[src/design/ucrd_map.svh]
// Register offsets, field positions and reset values of the card retry control block
`ifndef UCRD_MAP_SVH
`define UCRD_MAP_SVH

// ----------------------------------------
// Bus geometry
// ----------------------------------------
`define UCRD_ADDR_W 5
`define UCRD_DATA_W 32

// ----------------------------------------
// Byte offsets
// ----------------------------------------
`define UCRD_OFF_CTRL 5'h00
`define UCRD_OFF_STATUS 5'h04
`define UCRD_OFF_MASK 5'h08
`define UCRD_OFF_DATA 5'h0C
`define UCRD_OFF_STATE 5'h10

// ----------------------------------------
// Control word fields
// ----------------------------------------
`define UCRD_CTRL_ON_BIT 0
`define UCRD_CTRL_DMA_RECEIVE_REQUEST_ON_BIT 1
`define UCRD_CTRL_CARD_BIT 2
`define UCRD_CTRL_HALT_BIT 13
`define UCRD_CTRL_DEM_BIT 14
`define UCRD_CTRL_DEP_BIT 15
`define UCRD_CTRL_RETRY_LSB 17
`define UCRD_CTRL_RETRY_MSB 19

// ----------------------------------------
// Status and mask fields
// ----------------------------------------
`define UCRD_FLAG_W 4
`define UCRD_FLAG_RDY_BIT 0
`define UCRD_FLAG_PE_BIT 1
`define UCRD_FLAG_FE_BIT 2
`define UCRD_FLAG_NF_BIT 3

// ----------------------------------------
// Retry state word fields
// ----------------------------------------
`define UCRD_STATE_RX_LSB 0
`define UCRD_STATE_TX_LSB 4
`define UCRD_STATE_TX_ACT_BIT 8
`define UCRD_STATE_RX_ACT_BIT 9

// ----------------------------------------
// Reset values
// ----------------------------------------
`define UCRD_RETRY_RESET 3'h0
`define UCRD_MASK_RESET 4'h0
`define UCRD_DATA_RESET 9'h000
`define UCRD_WORD_RESET 32'h0000_0000

`endif

[src/design/ucrd_pkg.sv]
// Types shared by the card retry control block
package ucrd_pkg;

    // ----------------------------------------
    // Retry counter states
    // ----------------------------------------
    typedef enum logic [1:0] {
        UCRD_ST_IDLE = 2'h1,
        UCRD_ST_RETRY = 2'h2
    } ucrd_retry_state_t;

    typedef logic [2:0] ucrd_count_t;

endpackage

[src/design/ucrd_ctrl.sv]
// Card retry, transceiver drive output and DMA-on-error control with Avalon-MM registers
// Notes on behaviour
// While port is on, retry limit accepts only zero, which stops retransmission.
// Retry limit zero means no automatic retransmission when transmitting.
// Limit one to seven sets retransmission attempts before an error is signalled.
// Without card support the retry limit field reads and stays zero.
// Polarity bit clear gives active-high drive output, set gives active-low.
// Transceiver control set puts the drive output on the request-to-send pin.
// Software changes polarity, transceiver and DMA-halt bits only while port is off.
// Without driver support, polarity and transceiver bits are reserved and stay clear.
// Halt off: bad character sets its error flag, no ready, no DMA request.
// Halt on: bad character sets error and ready; DMA masked until error cleared.
// Software drops DMA enable or ready before clearing a masked error flag.
// Limit counts transmit retries before frame error, receive retries before parity error.
`include "ucrd_map.svh"

module ucrd_ctrl #(
    parameter bit CARD_SUPPORT = 1'h1,
    parameter bit DRIVER_SUPPORT = 1'h1
) (
    input wire logic clock_in,
    input wire logic resetn_in,
    input wire logic [`UCRD_ADDR_W-1:0] avs_address_in,
    input wire logic avs_read_in,
    input wire logic avs_write_in,
    input wire logic [`UCRD_DATA_W-1:0] avs_writedata_in,
    input wire logic [3:0] avs_byteenable_in,
    output logic [`UCRD_DATA_W-1:0] avs_readdata_out,
    output logic avs_waitrequest_out,
    input wire logic tx_busy_in,
    input wire logic tx_nack_in,
    input wire logic tx_char_done_in,
    input wire logic rts_flow_in,
    input wire logic rx_char_valid_in,
    input wire logic [8:0] rx_data_in,
    input wire logic rx_parity_err_in,
    input wire logic rx_frame_err_in,
    input wire logic rx_noise_err_in,
    input wire logic dma_rx_ack_in,
    output logic tx_retransmit_out,
    output logic tx_retry_stop_out,
    output logic rx_nack_out,
    output logic rts_pin_out,
    output logic dma_rx_req_out,
    output logic irq_out
);

    // ----------------------------------------
    // Helpers
    // ----------------------------------------
    function automatic logic [31:0] ucrd_lane_mask(input logic [3:0] be);
        ucrd_lane_mask = {{8{be[3]}}, {8{be[2]}}, {8{be[1]}}, {8{be[0]}}};
    endfunction

    function automatic logic [31:0] ucrd_merge(input logic [31:0] old_word,
                                               input logic [31:0] new_word,
                                               input logic [3:0] be);
        ucrd_merge = (old_word & ~ucrd_lane_mask(be)) | (new_word & ucrd_lane_mask(be));
    endfunction

    // ----------------------------------------
    // Bus slave
    // ----------------------------------------
    logic ack_q;
    logic bus_req;
    logic wr_take;
    logic rd_take;
    logic wr_ctrl;
    logic wr_status;
    logic wr_mask;
    logic rd_data;
    logic [31:0] rd_word;
    logic [31:0] readdata_q;

    assign bus_req = avs_read_in | avs_write_in;
    assign avs_waitrequest_out = bus_req & ~ack_q;
    assign wr_take = avs_write_in & ack_q;
    assign rd_take = avs_read_in & ack_q;
    assign wr_ctrl = wr_take & (avs_address_in == `UCRD_OFF_CTRL);
    assign wr_status = wr_take & (avs_address_in == `UCRD_OFF_STATUS);
    assign wr_mask = wr_take & (avs_address_in == `UCRD_OFF_MASK);
    assign rd_data = rd_take & (avs_address_in == `UCRD_OFF_DATA);
    assign avs_readdata_out = readdata_q;

    always_ff @(posedge clock_in or negedge resetn_in) begin
        if (!resetn_in) begin
            ack_q <= 1'h0;
        end else begin
            ack_q <= bus_req & ~ack_q;
        end
    end

    // ----------------------------------------
    // Control register
    // ----------------------------------------
    logic port_switched_on_q;
    logic dma_receive_request_on_q;
    logic card_mode_q;
    logic dma_halt_on_rx_error_q;
    logic transceiver_control_on_q;
    logic drive_output_polarity_q;
    logic [2:0] card_retry_limit_q;
    logic [31:0] ctrl_word;
    logic [31:0] ctrl_new;
    logic [2:0] limit_new;
    logic retry_zero_wr;

    always_comb begin
        ctrl_word = `UCRD_WORD_RESET;
        ctrl_word[`UCRD_CTRL_ON_BIT] = port_switched_on_q;
        ctrl_word[`UCRD_CTRL_DMA_RECEIVE_REQUEST_ON_BIT] = dma_receive_request_on_q;
        ctrl_word[`UCRD_CTRL_CARD_BIT] = card_mode_q;
        ctrl_word[`UCRD_CTRL_HALT_BIT] = dma_halt_on_rx_error_q;
        ctrl_word[`UCRD_CTRL_DEM_BIT] = transceiver_control_on_q;
        ctrl_word[`UCRD_CTRL_DEP_BIT] = drive_output_polarity_q;
        ctrl_word[`UCRD_CTRL_RETRY_MSB:`UCRD_CTRL_RETRY_LSB] = card_retry_limit_q;
    end

    assign ctrl_new = ucrd_merge(ctrl_word, avs_writedata_in, avs_byteenable_in);
    assign limit_new = ctrl_new[`UCRD_CTRL_RETRY_MSB:`UCRD_CTRL_RETRY_LSB];
    assign retry_zero_wr = wr_ctrl & port_switched_on_q & (limit_new == 3'h0);

    always_ff @(posedge clock_in or negedge resetn_in) begin
        if (!resetn_in) begin
            port_switched_on_q <= 1'h0;
            dma_receive_request_on_q <= 1'h0;
            card_mode_q <= 1'h0;
            dma_halt_on_rx_error_q <= 1'h0;
            transceiver_control_on_q <= 1'h0;
            drive_output_polarity_q <= 1'h0;
        end else if (wr_ctrl) begin
            port_switched_on_q <= ctrl_new[`UCRD_CTRL_ON_BIT];
            dma_receive_request_on_q <= ctrl_new[`UCRD_CTRL_DMA_RECEIVE_REQUEST_ON_BIT];
            if (!port_switched_on_q) begin
                card_mode_q <= CARD_SUPPORT & ctrl_new[`UCRD_CTRL_CARD_BIT];
                dma_halt_on_rx_error_q <= ctrl_new[`UCRD_CTRL_HALT_BIT];
                transceiver_control_on_q <= DRIVER_SUPPORT & ctrl_new[`UCRD_CTRL_DEM_BIT];
                drive_output_polarity_q <= DRIVER_SUPPORT & ctrl_new[`UCRD_CTRL_DEP_BIT];
            end
        end
    end

    always_ff @(posedge clock_in or negedge resetn_in) begin
        if (!resetn_in) begin
            card_retry_limit_q <= `UCRD_RETRY_RESET;
        end else if (!CARD_SUPPORT) begin
            card_retry_limit_q <= 3'h0;
        end else if (wr_ctrl && !port_switched_on_q) begin
            card_retry_limit_q <= limit_new;
        end else if (retry_zero_wr) begin
            card_retry_limit_q <= 3'h0;
        end
    end

    // ----------------------------------------
    // Retry counters
    // ----------------------------------------
    logic tx_retry_now;
    logic tx_exhaust;
    logic [2:0] tx_count;
    logic tx_active;
    logic rx_retry_now;
    logic rx_exhaust;
    logic [2:0] rx_count;
    logic rx_active;
    logic retry_stop;
    logic rx_take;
    logic rx_any_err;

    assign retry_stop = retry_zero_wr | ~port_switched_on_q;
    assign rx_take = rx_char_valid_in & port_switched_on_q;
    assign rx_any_err = rx_parity_err_in | rx_frame_err_in | rx_noise_err_in;

    ucrd_retry_ctr u_tx_retry (
        .clock_in(clock_in),
        .resetn_in(resetn_in),
        .limit_in(card_retry_limit_q),
        .fail_in(tx_nack_in & card_mode_q & port_switched_on_q),
        .success_in(tx_char_done_in),
        .stop_in(retry_stop),
        .retry_now_out(tx_retry_now),
        .exhaust_now_out(tx_exhaust),
        .count_out(tx_count),
        .active_out(tx_active)
    );

    ucrd_retry_ctr u_rx_retry (
        .clock_in(clock_in),
        .resetn_in(resetn_in),
        .limit_in(card_retry_limit_q),
        .fail_in(rx_take & card_mode_q & rx_parity_err_in),
        .success_in(rx_take & ~rx_parity_err_in),
        .stop_in(retry_stop),
        .retry_now_out(rx_retry_now),
        .exhaust_now_out(rx_exhaust),
        .count_out(rx_count),
        .active_out(rx_active)
    );

    // ----------------------------------------
    // Receive events
    // ----------------------------------------
    logic rx_good;
    logic rx_err_evt;
    logic rdy_set;
    logic [3:0] flag_set;
    logic [3:0] flag_clr;
    logic [3:0] flags_q;
    logic [3:0] mask_q;
    logic [8:0] rx_data_q;
    logic err_pending;
    logic [31:0] mask_new;

    assign mask_new = ucrd_merge({28'h0, mask_q}, avs_writedata_in, avs_byteenable_in);

    assign rx_good = rx_take & ~rx_any_err;
    assign rx_err_evt = rx_take & rx_any_err & ~rx_retry_now;
    assign rdy_set = rx_good | (rx_err_evt & dma_halt_on_rx_error_q);

    always_comb begin
        flag_set = 4'h0;
        flag_set[`UCRD_FLAG_RDY_BIT] = rdy_set;
        flag_set[`UCRD_FLAG_PE_BIT] = rx_err_evt & rx_parity_err_in;
        flag_set[`UCRD_FLAG_FE_BIT] = (rx_err_evt & rx_frame_err_in) | tx_exhaust;
        flag_set[`UCRD_FLAG_NF_BIT] = rx_err_evt & rx_noise_err_in;
        flag_clr = wr_status ? (avs_writedata_in[3:0] & {4{avs_byteenable_in[0]}}) : 4'h0;
        flag_clr[`UCRD_FLAG_RDY_BIT] = flag_clr[`UCRD_FLAG_RDY_BIT] | rd_data | dma_rx_ack_in;
    end

    always_ff @(posedge clock_in or negedge resetn_in) begin
        if (!resetn_in) begin
            flags_q <= 4'h0;
        end else begin
            flags_q <= (flags_q & ~flag_clr) | flag_set;
        end
    end

    always_ff @(posedge clock_in or negedge resetn_in) begin
        if (!resetn_in) begin
            rx_data_q <= `UCRD_DATA_RESET;
        end else if (rdy_set) begin
            rx_data_q <= rx_data_in;
        end
    end

    always_ff @(posedge clock_in or negedge resetn_in) begin
        if (!resetn_in) begin
            mask_q <= `UCRD_MASK_RESET;
        end else if (wr_mask) begin
            mask_q <= mask_new[3:0];
        end
    end

    // With DMA halt on, error flags still set hold the DMA request off; software clears ready first
    assign err_pending = flags_q[`UCRD_FLAG_PE_BIT] | flags_q[`UCRD_FLAG_FE_BIT]
                       | flags_q[`UCRD_FLAG_NF_BIT];
    assign dma_rx_req_out = dma_receive_request_on_q & flags_q[`UCRD_FLAG_RDY_BIT]
                          & ~(dma_halt_on_rx_error_q & err_pending);
    assign irq_out = |(flags_q & mask_q);

    // ----------------------------------------
    // Line side outputs
    // ----------------------------------------
    logic rts_pin_q;
    logic tx_retransmit_q;
    logic tx_retry_stop_q;
    logic rx_nack_q;
    logic drive_active;

    assign drive_active = port_switched_on_q & tx_busy_in;

    always_ff @(posedge clock_in or negedge resetn_in) begin
        if (!resetn_in) begin
            rts_pin_q <= 1'h0;
        end else if (transceiver_control_on_q) begin
            rts_pin_q <= drive_active ^ drive_output_polarity_q;
        end else begin
            rts_pin_q <= rts_flow_in;
        end
    end

    always_ff @(posedge clock_in or negedge resetn_in) begin
        if (!resetn_in) begin
            tx_retransmit_q <= 1'h0;
            tx_retry_stop_q <= 1'h0;
            rx_nack_q <= 1'h0;
        end else begin
            tx_retransmit_q <= tx_retry_now;
            tx_retry_stop_q <= retry_zero_wr;
            rx_nack_q <= rx_retry_now;
        end
    end

    assign rts_pin_out = rts_pin_q;
    assign tx_retransmit_out = tx_retransmit_q;
    assign tx_retry_stop_out = tx_retry_stop_q;
    assign rx_nack_out = rx_nack_q;

    // ----------------------------------------
    // Read data
    // ----------------------------------------
    always_comb begin
        rd_word = `UCRD_WORD_RESET;
        case (avs_address_in)
            `UCRD_OFF_CTRL: rd_word = ctrl_word;
            `UCRD_OFF_STATUS: rd_word[3:0] = flags_q;
            `UCRD_OFF_MASK: rd_word[3:0] = mask_q;
            `UCRD_OFF_DATA: rd_word[8:0] = rx_data_q;
            `UCRD_OFF_STATE: begin
                rd_word[`UCRD_STATE_RX_LSB+:3] = rx_count;
                rd_word[`UCRD_STATE_TX_LSB+:3] = tx_count;
                rd_word[`UCRD_STATE_TX_ACT_BIT] = tx_active;
                rd_word[`UCRD_STATE_RX_ACT_BIT] = rx_active;
            end
            default: rd_word = `UCRD_WORD_RESET;
        endcase
    end

    always_ff @(posedge clock_in or negedge resetn_in) begin
        if (!resetn_in) begin
            readdata_q <= `UCRD_WORD_RESET;
        end else if (avs_read_in && !ack_q) begin
            readdata_q <= rd_word;
        end
    end

    // ----------------------------------------
    // Checks
    // ----------------------------------------
    a_zero_write_only: assert property (@(posedge clock_in) disable iff (!resetn_in)
        (wr_ctrl && port_switched_on_q && limit_new != 3'h0)
        |=> $stable(card_retry_limit_q))
        else $error("nonzero retry limit taken while on");

    a_stop_clears: assert property (@(posedge clock_in) disable iff (!resetn_in)
        retry_zero_wr |=> tx_count == 3'h0 && tx_retry_stop_out ##1 !tx_retry_stop_out)
        else $error("zero write did not stop retries");

    a_no_retry_zero: assert property (@(posedge clock_in) disable iff (!resetn_in)
        tx_retransmit_out |-> $past(card_retry_limit_q) != 3'h0)
        else $error("retransmit with zero limit");

    a_hw_zero: assert property (@(posedge clock_in) disable iff (!resetn_in)
        !CARD_SUPPORT |-> ##1 card_retry_limit_q == 3'h0)
        else $error("retry limit not held at zero");

    a_drive_level: assert property (@(posedge clock_in) disable iff (!resetn_in)
        $past(transceiver_control_on_q)
        |-> rts_pin_out == ($past(drive_active) ^ $past(drive_output_polarity_q)))
        else $error("drive output level wrong");

    a_rts_pass: assert property (@(posedge clock_in) disable iff (!resetn_in)
        !transceiver_control_on_q |=> rts_pin_out == $past(rts_flow_in))
        else $error("flow level not passed when drive off");

    a_cfg_hold: assert property (@(posedge clock_in) disable iff (!resetn_in)
        $past(port_switched_on_q) |-> $stable(transceiver_control_on_q)
        && $stable(drive_output_polarity_q) && $stable(dma_halt_on_rx_error_q))
        else $error("config changed while port on");

    a_drv_absent: assert property (@(posedge clock_in) disable iff (!resetn_in)
        !DRIVER_SUPPORT |-> !transceiver_control_on_q && !drive_output_polarity_q)
        else $error("driver bits set without support");

    a_err_no_ready: assert property (@(posedge clock_in) disable iff (!resetn_in)
        (rx_err_evt && !dma_halt_on_rx_error_q && !flags_q[`UCRD_FLAG_RDY_BIT])
        |=> !flags_q[`UCRD_FLAG_RDY_BIT] && err_pending)
        else $error("ready raised on bad character");

    a_dma_mask: assert property (@(posedge clock_in) disable iff (!resetn_in)
        (rx_err_evt && dma_halt_on_rx_error_q)
        |=> flags_q[`UCRD_FLAG_RDY_BIT] && !dma_rx_req_out)
        else $error("dma request not masked after error");

    a_tx_exhaust_fe: assert property (@(posedge clock_in) disable iff (!resetn_in)
        tx_exhaust |=> flags_q[`UCRD_FLAG_FE_BIT] && !tx_retransmit_out)
        else $error("frame error missing after last retry");

endmodule // ucrd_ctrl

[src/design/ucrd_retry_ctr.sv]
// Retry attempt counter shared by the transmit and receive paths
module ucrd_retry_ctr (
    input wire logic clock_in,
    input wire logic resetn_in,
    input wire logic [2:0] limit_in,
    input wire logic fail_in,
    input wire logic success_in,
    input wire logic stop_in,
    output logic retry_now_out,
    output logic exhaust_now_out,
    output logic [2:0] count_out,
    output logic active_out
);

    ucrd_pkg::ucrd_retry_state_t state_q;
    ucrd_pkg::ucrd_retry_state_t state_d;
    ucrd_pkg::ucrd_count_t count_q;
    ucrd_pkg::ucrd_count_t count_d;

    // ----------------------------------------
    // Attempt decision
    // ----------------------------------------
    always_comb begin
        retry_now_out = 1'h0;
        exhaust_now_out = 1'h0;
        count_d = count_q;
        state_d = state_q;
        case (state_q)
            ucrd_pkg::UCRD_ST_IDLE, ucrd_pkg::UCRD_ST_RETRY: begin
                if (stop_in) begin
                    count_d = 3'h0;
                    state_d = ucrd_pkg::UCRD_ST_IDLE;
                end else if (fail_in) begin
                    if (count_q < limit_in) begin
                        retry_now_out = 1'h1;
                        count_d = count_q + 3'h1;
                        state_d = ucrd_pkg::UCRD_ST_RETRY;
                    end else begin
                        exhaust_now_out = 1'h1;
                        count_d = 3'h0;
                        state_d = ucrd_pkg::UCRD_ST_IDLE;
                    end
                end else if (success_in) begin
                    count_d = 3'h0;
                    state_d = ucrd_pkg::UCRD_ST_IDLE;
                end
            end
            default: begin
                count_d = 3'h0;
                state_d = ucrd_pkg::UCRD_ST_IDLE;
            end
        endcase
    end

    always_ff @(posedge clock_in or negedge resetn_in) begin
        if (!resetn_in) begin
            state_q <= ucrd_pkg::UCRD_ST_IDLE;
            count_q <= 3'h0;
        end else begin
            state_q <= state_d;
            count_q <= count_d;
        end
    end

    assign count_out = count_q;
    assign active_out = (state_q == ucrd_pkg::UCRD_ST_RETRY);

    // ----------------------------------------
    // Checks
    // ----------------------------------------
    a_count_bound: assert property (@(posedge clock_in) disable iff (!resetn_in)
        count_q <= limit_in)
        else $error("retry count above limit");

    a_zero_no_retry: assert property (@(posedge clock_in) disable iff (!resetn_in)
        (fail_in && !stop_in && limit_in == 3'h0) |-> !retry_now_out && exhaust_now_out)
        else $error("retry with zero limit");

endmodule // ucrd_retry_ctr

[config.mk]
export PLATFORM = sky130hd
export DESIGN_NAME = ucrd_ctrl
export DESIGN_NICKNAME = d
export VERILOG_FILES = /design/src/design/ucrd_pkg.sv /design/src/design/ucrd_ctrl.sv /design/src/design/ucrd_retry_ctr.sv
export VERILOG_INCLUDE_DIRS = /design/src /design/src/design
export SDC_FILE = /design/constraint.sdc
export NUM_CORES = 1
export LEC_CHECK = 0
export BUFFER_PORTS_ARGS = -buffer_cell sky130_fd_sc_hd__clkbuf_2
export CAP_MARGIN = 30
export CORE_MARGIN = 10
export CORE_UTILIZATION = 45
export DETAILED_ROUTE_END_ITERATION = 16
export PLACE_DENSITY = 0.72
export SYNTH_ARGS = -nofsm -noshare
export SYNTH_HDL_FRONTEND = slang
export SYNTH_HIERARCHICAL = 1
export SYNTH_SLANG_ARGS = --single-unit
[constraint.sdc]
create_clock -name clock_in -period 2.7 [get_ports clock_in]
set_input_delay 0.135 -clock clock_in [delete_from_list [all_inputs] [get_ports clock_in]]
set_output_delay 0.135 -clock clock_in [all_outputs]
set_load 0.01 [all_outputs]
==> impl_metrics.json <==
{
  "synthCells": 285,
  "final_cell_mix": "clkbuf_2 (62), dfrtp_1 (55), nand2_1 (34)",
  "vias": 2435,
  "dieArea_um2": 10600,
  "grt_usage_pct": 15.3,
  "hold_slack_ps": 14.6,
  "viasPerCell": 5.50,
  "initial_core_util_pct": 45.9,
  "period_share_pct": 93.1,
  "cts_buffers": 9,
  "die_x_um": 103,
  "dp_cells": 427,
  "avgSynthCellArea_um2": 10.9,
  "crit_path_end_kind": "register",
  "clk_latency_ps": 340,
  "layout_commonest_cell": "clkbuf_2",
  "cts_repair_resize_count": 0,
  "syn-cell-area_um2": 3100,
  "crit_path_start": "u_rx_retry/state_q[0]",
  "grt_max_degree": 58,
  "final_cells": 443,
  "r2r-end": "rx_data_q[7]",
  "grt_pass1_wl_um": 12600,
  "area_growth_pct": 17.5,
  "min_from": "rx_data_in[3]",
  "period_minus_slack_ps": 2510,
  "crit_fanout": 7,
  "required_ps": 2920,
  "ios": 102,
  "startpoint_type": "register",
  "rows": 30,
  "endpoint": "rx_data_q[7]",
  "routed_wirelength_um": 7790,
  "clk_pin_slew_ps": 60,
  "hold_violations": 0,
  "core_area_um2": 6760,
  "gp_congestion": 0.866,
  "grt_antenna_before_repair": 0,
  "slew_violations": 0,
  "post-route-drc-count": 0,
  "finalClockSkew_ps": 9.58,
  "relSlewSlack_pct": 51.2,
  "ir_drop_uv": 358,
  "cts_tree": "built",
  "fin_area_um2": 3640,
  "r2r_start": "u_rx_retry/state_q[0]",
  "die_height_um": 103,
  "wl_per_cell_um": 17.6,
  "cts_buffer_depth": 2,
  "yosysWarnings": 6,
  "root_buffer": "clkbuf_8",
  "reg2reg_depth": 9,
  "p_leak_nw": 1.85,
  "path_class": "register to register",
  "tightest_slew_ps": 731,
  "arrival_ps": 2730,
  "drtIter0Drc": 167,
  "fin_nets": 430,
  "rrSetupSlack_ps": 190,
  "cts_max_level": 3,
  "fin_tns_setup_ps": 0,
  "total_power_mw": 1.96,
  "drive_above_1_share_pct": 33.9,
  "fillers": 596,
  "ff_latch_area_um2": 1430,
  "hold_path.class": "input port to register",
  "multi_input_area_um2": 1490,
  "ant_nets": 0,
  "status": "finished clean",
  "port_buffers": 62,
  "firstDrtPassIters": 4,
  "place_hpwl_um": 6080,
  "clkSinkCount": 57,
  "max_cap_violations": 0,
  "power_density_nw_per_um2": 538,
  "n_antenna_cell": 0,
  "rsz0062_at_grt": "false",
  "finalSetupViolCount": 0,
  "grt_pass1_vias": 2480,
  "post_dp_cell_area_um2": 3470,
  "max_clock_freq_ghz": 0.398,
  "gr-total-overflow": 0
}
## power breakdown
part | internal (mW) | switching (mW) | total [mW]
registers | 0.925 | 0.0557 | 0.981
logic | 0.133 | 0.164 | 0.297
clock network | 0.346 | 0.335 | 0.681
## area by class of cell
class                           count  share of cell area [%]
Timing Repair Buffer               76                    11.5
Multi-Input combinational cell    204                    41.0
Inverter                           11                    1.13
Clock buffer                       11                    3.88
Sequential cell                    57                    39.2
Tap cell                           80                    2.75
Clock inverter                      4                   0.549
## stage by stage
stage	utilization [%]	setup slack, ps
floorplan	-	266
global placement	51.3	46.2
detailed placement	51.4	212
CTS	53.9	213
global route	53.9	12.8
finish	53.9	185
## what timing repair did
action                                 in CTS  in global routing
setup buffers                               0                  0
hold buffers                                1                  0
endpoints found under the hold margin      55                  0
## routing by layer
metal / part of all wire [%] / GRT usage, %
met5: 0 / 0
met4: 1.4 / 4.49
met3: 9.8 / 6.10
met2: 44 / 23.2
met1: 45 / 19.7
## how the worst min path moves through the flow
| stage | cells after the start | slack, ps | end |
|---|---|---|---|
| after detailed placement | 2 | 330 | tx_retransmit_out |
| final | 2 | 10 | rx_data_q[3] |
| after global routing | 2 | 5 | register |
| after global placement | 2 | 320 | tx_retransmit_out |
| after floorplan | 0 | -160 | asynchronous set/reset pin |
| after CTS | 2 | 4 | register |
## worst max-delay path, cell delays in order, from the launching register on
cell and delay (ps):
dfstp_2 520, inv_1 50, ha_1 350, nor2_2 160, nand2_1 90, nor2_1 180, nor2b_1 80, o21bai_1 370
buf_4 260, mux2_2 350
Note: power is estimated with default switching activity, not from simulation.
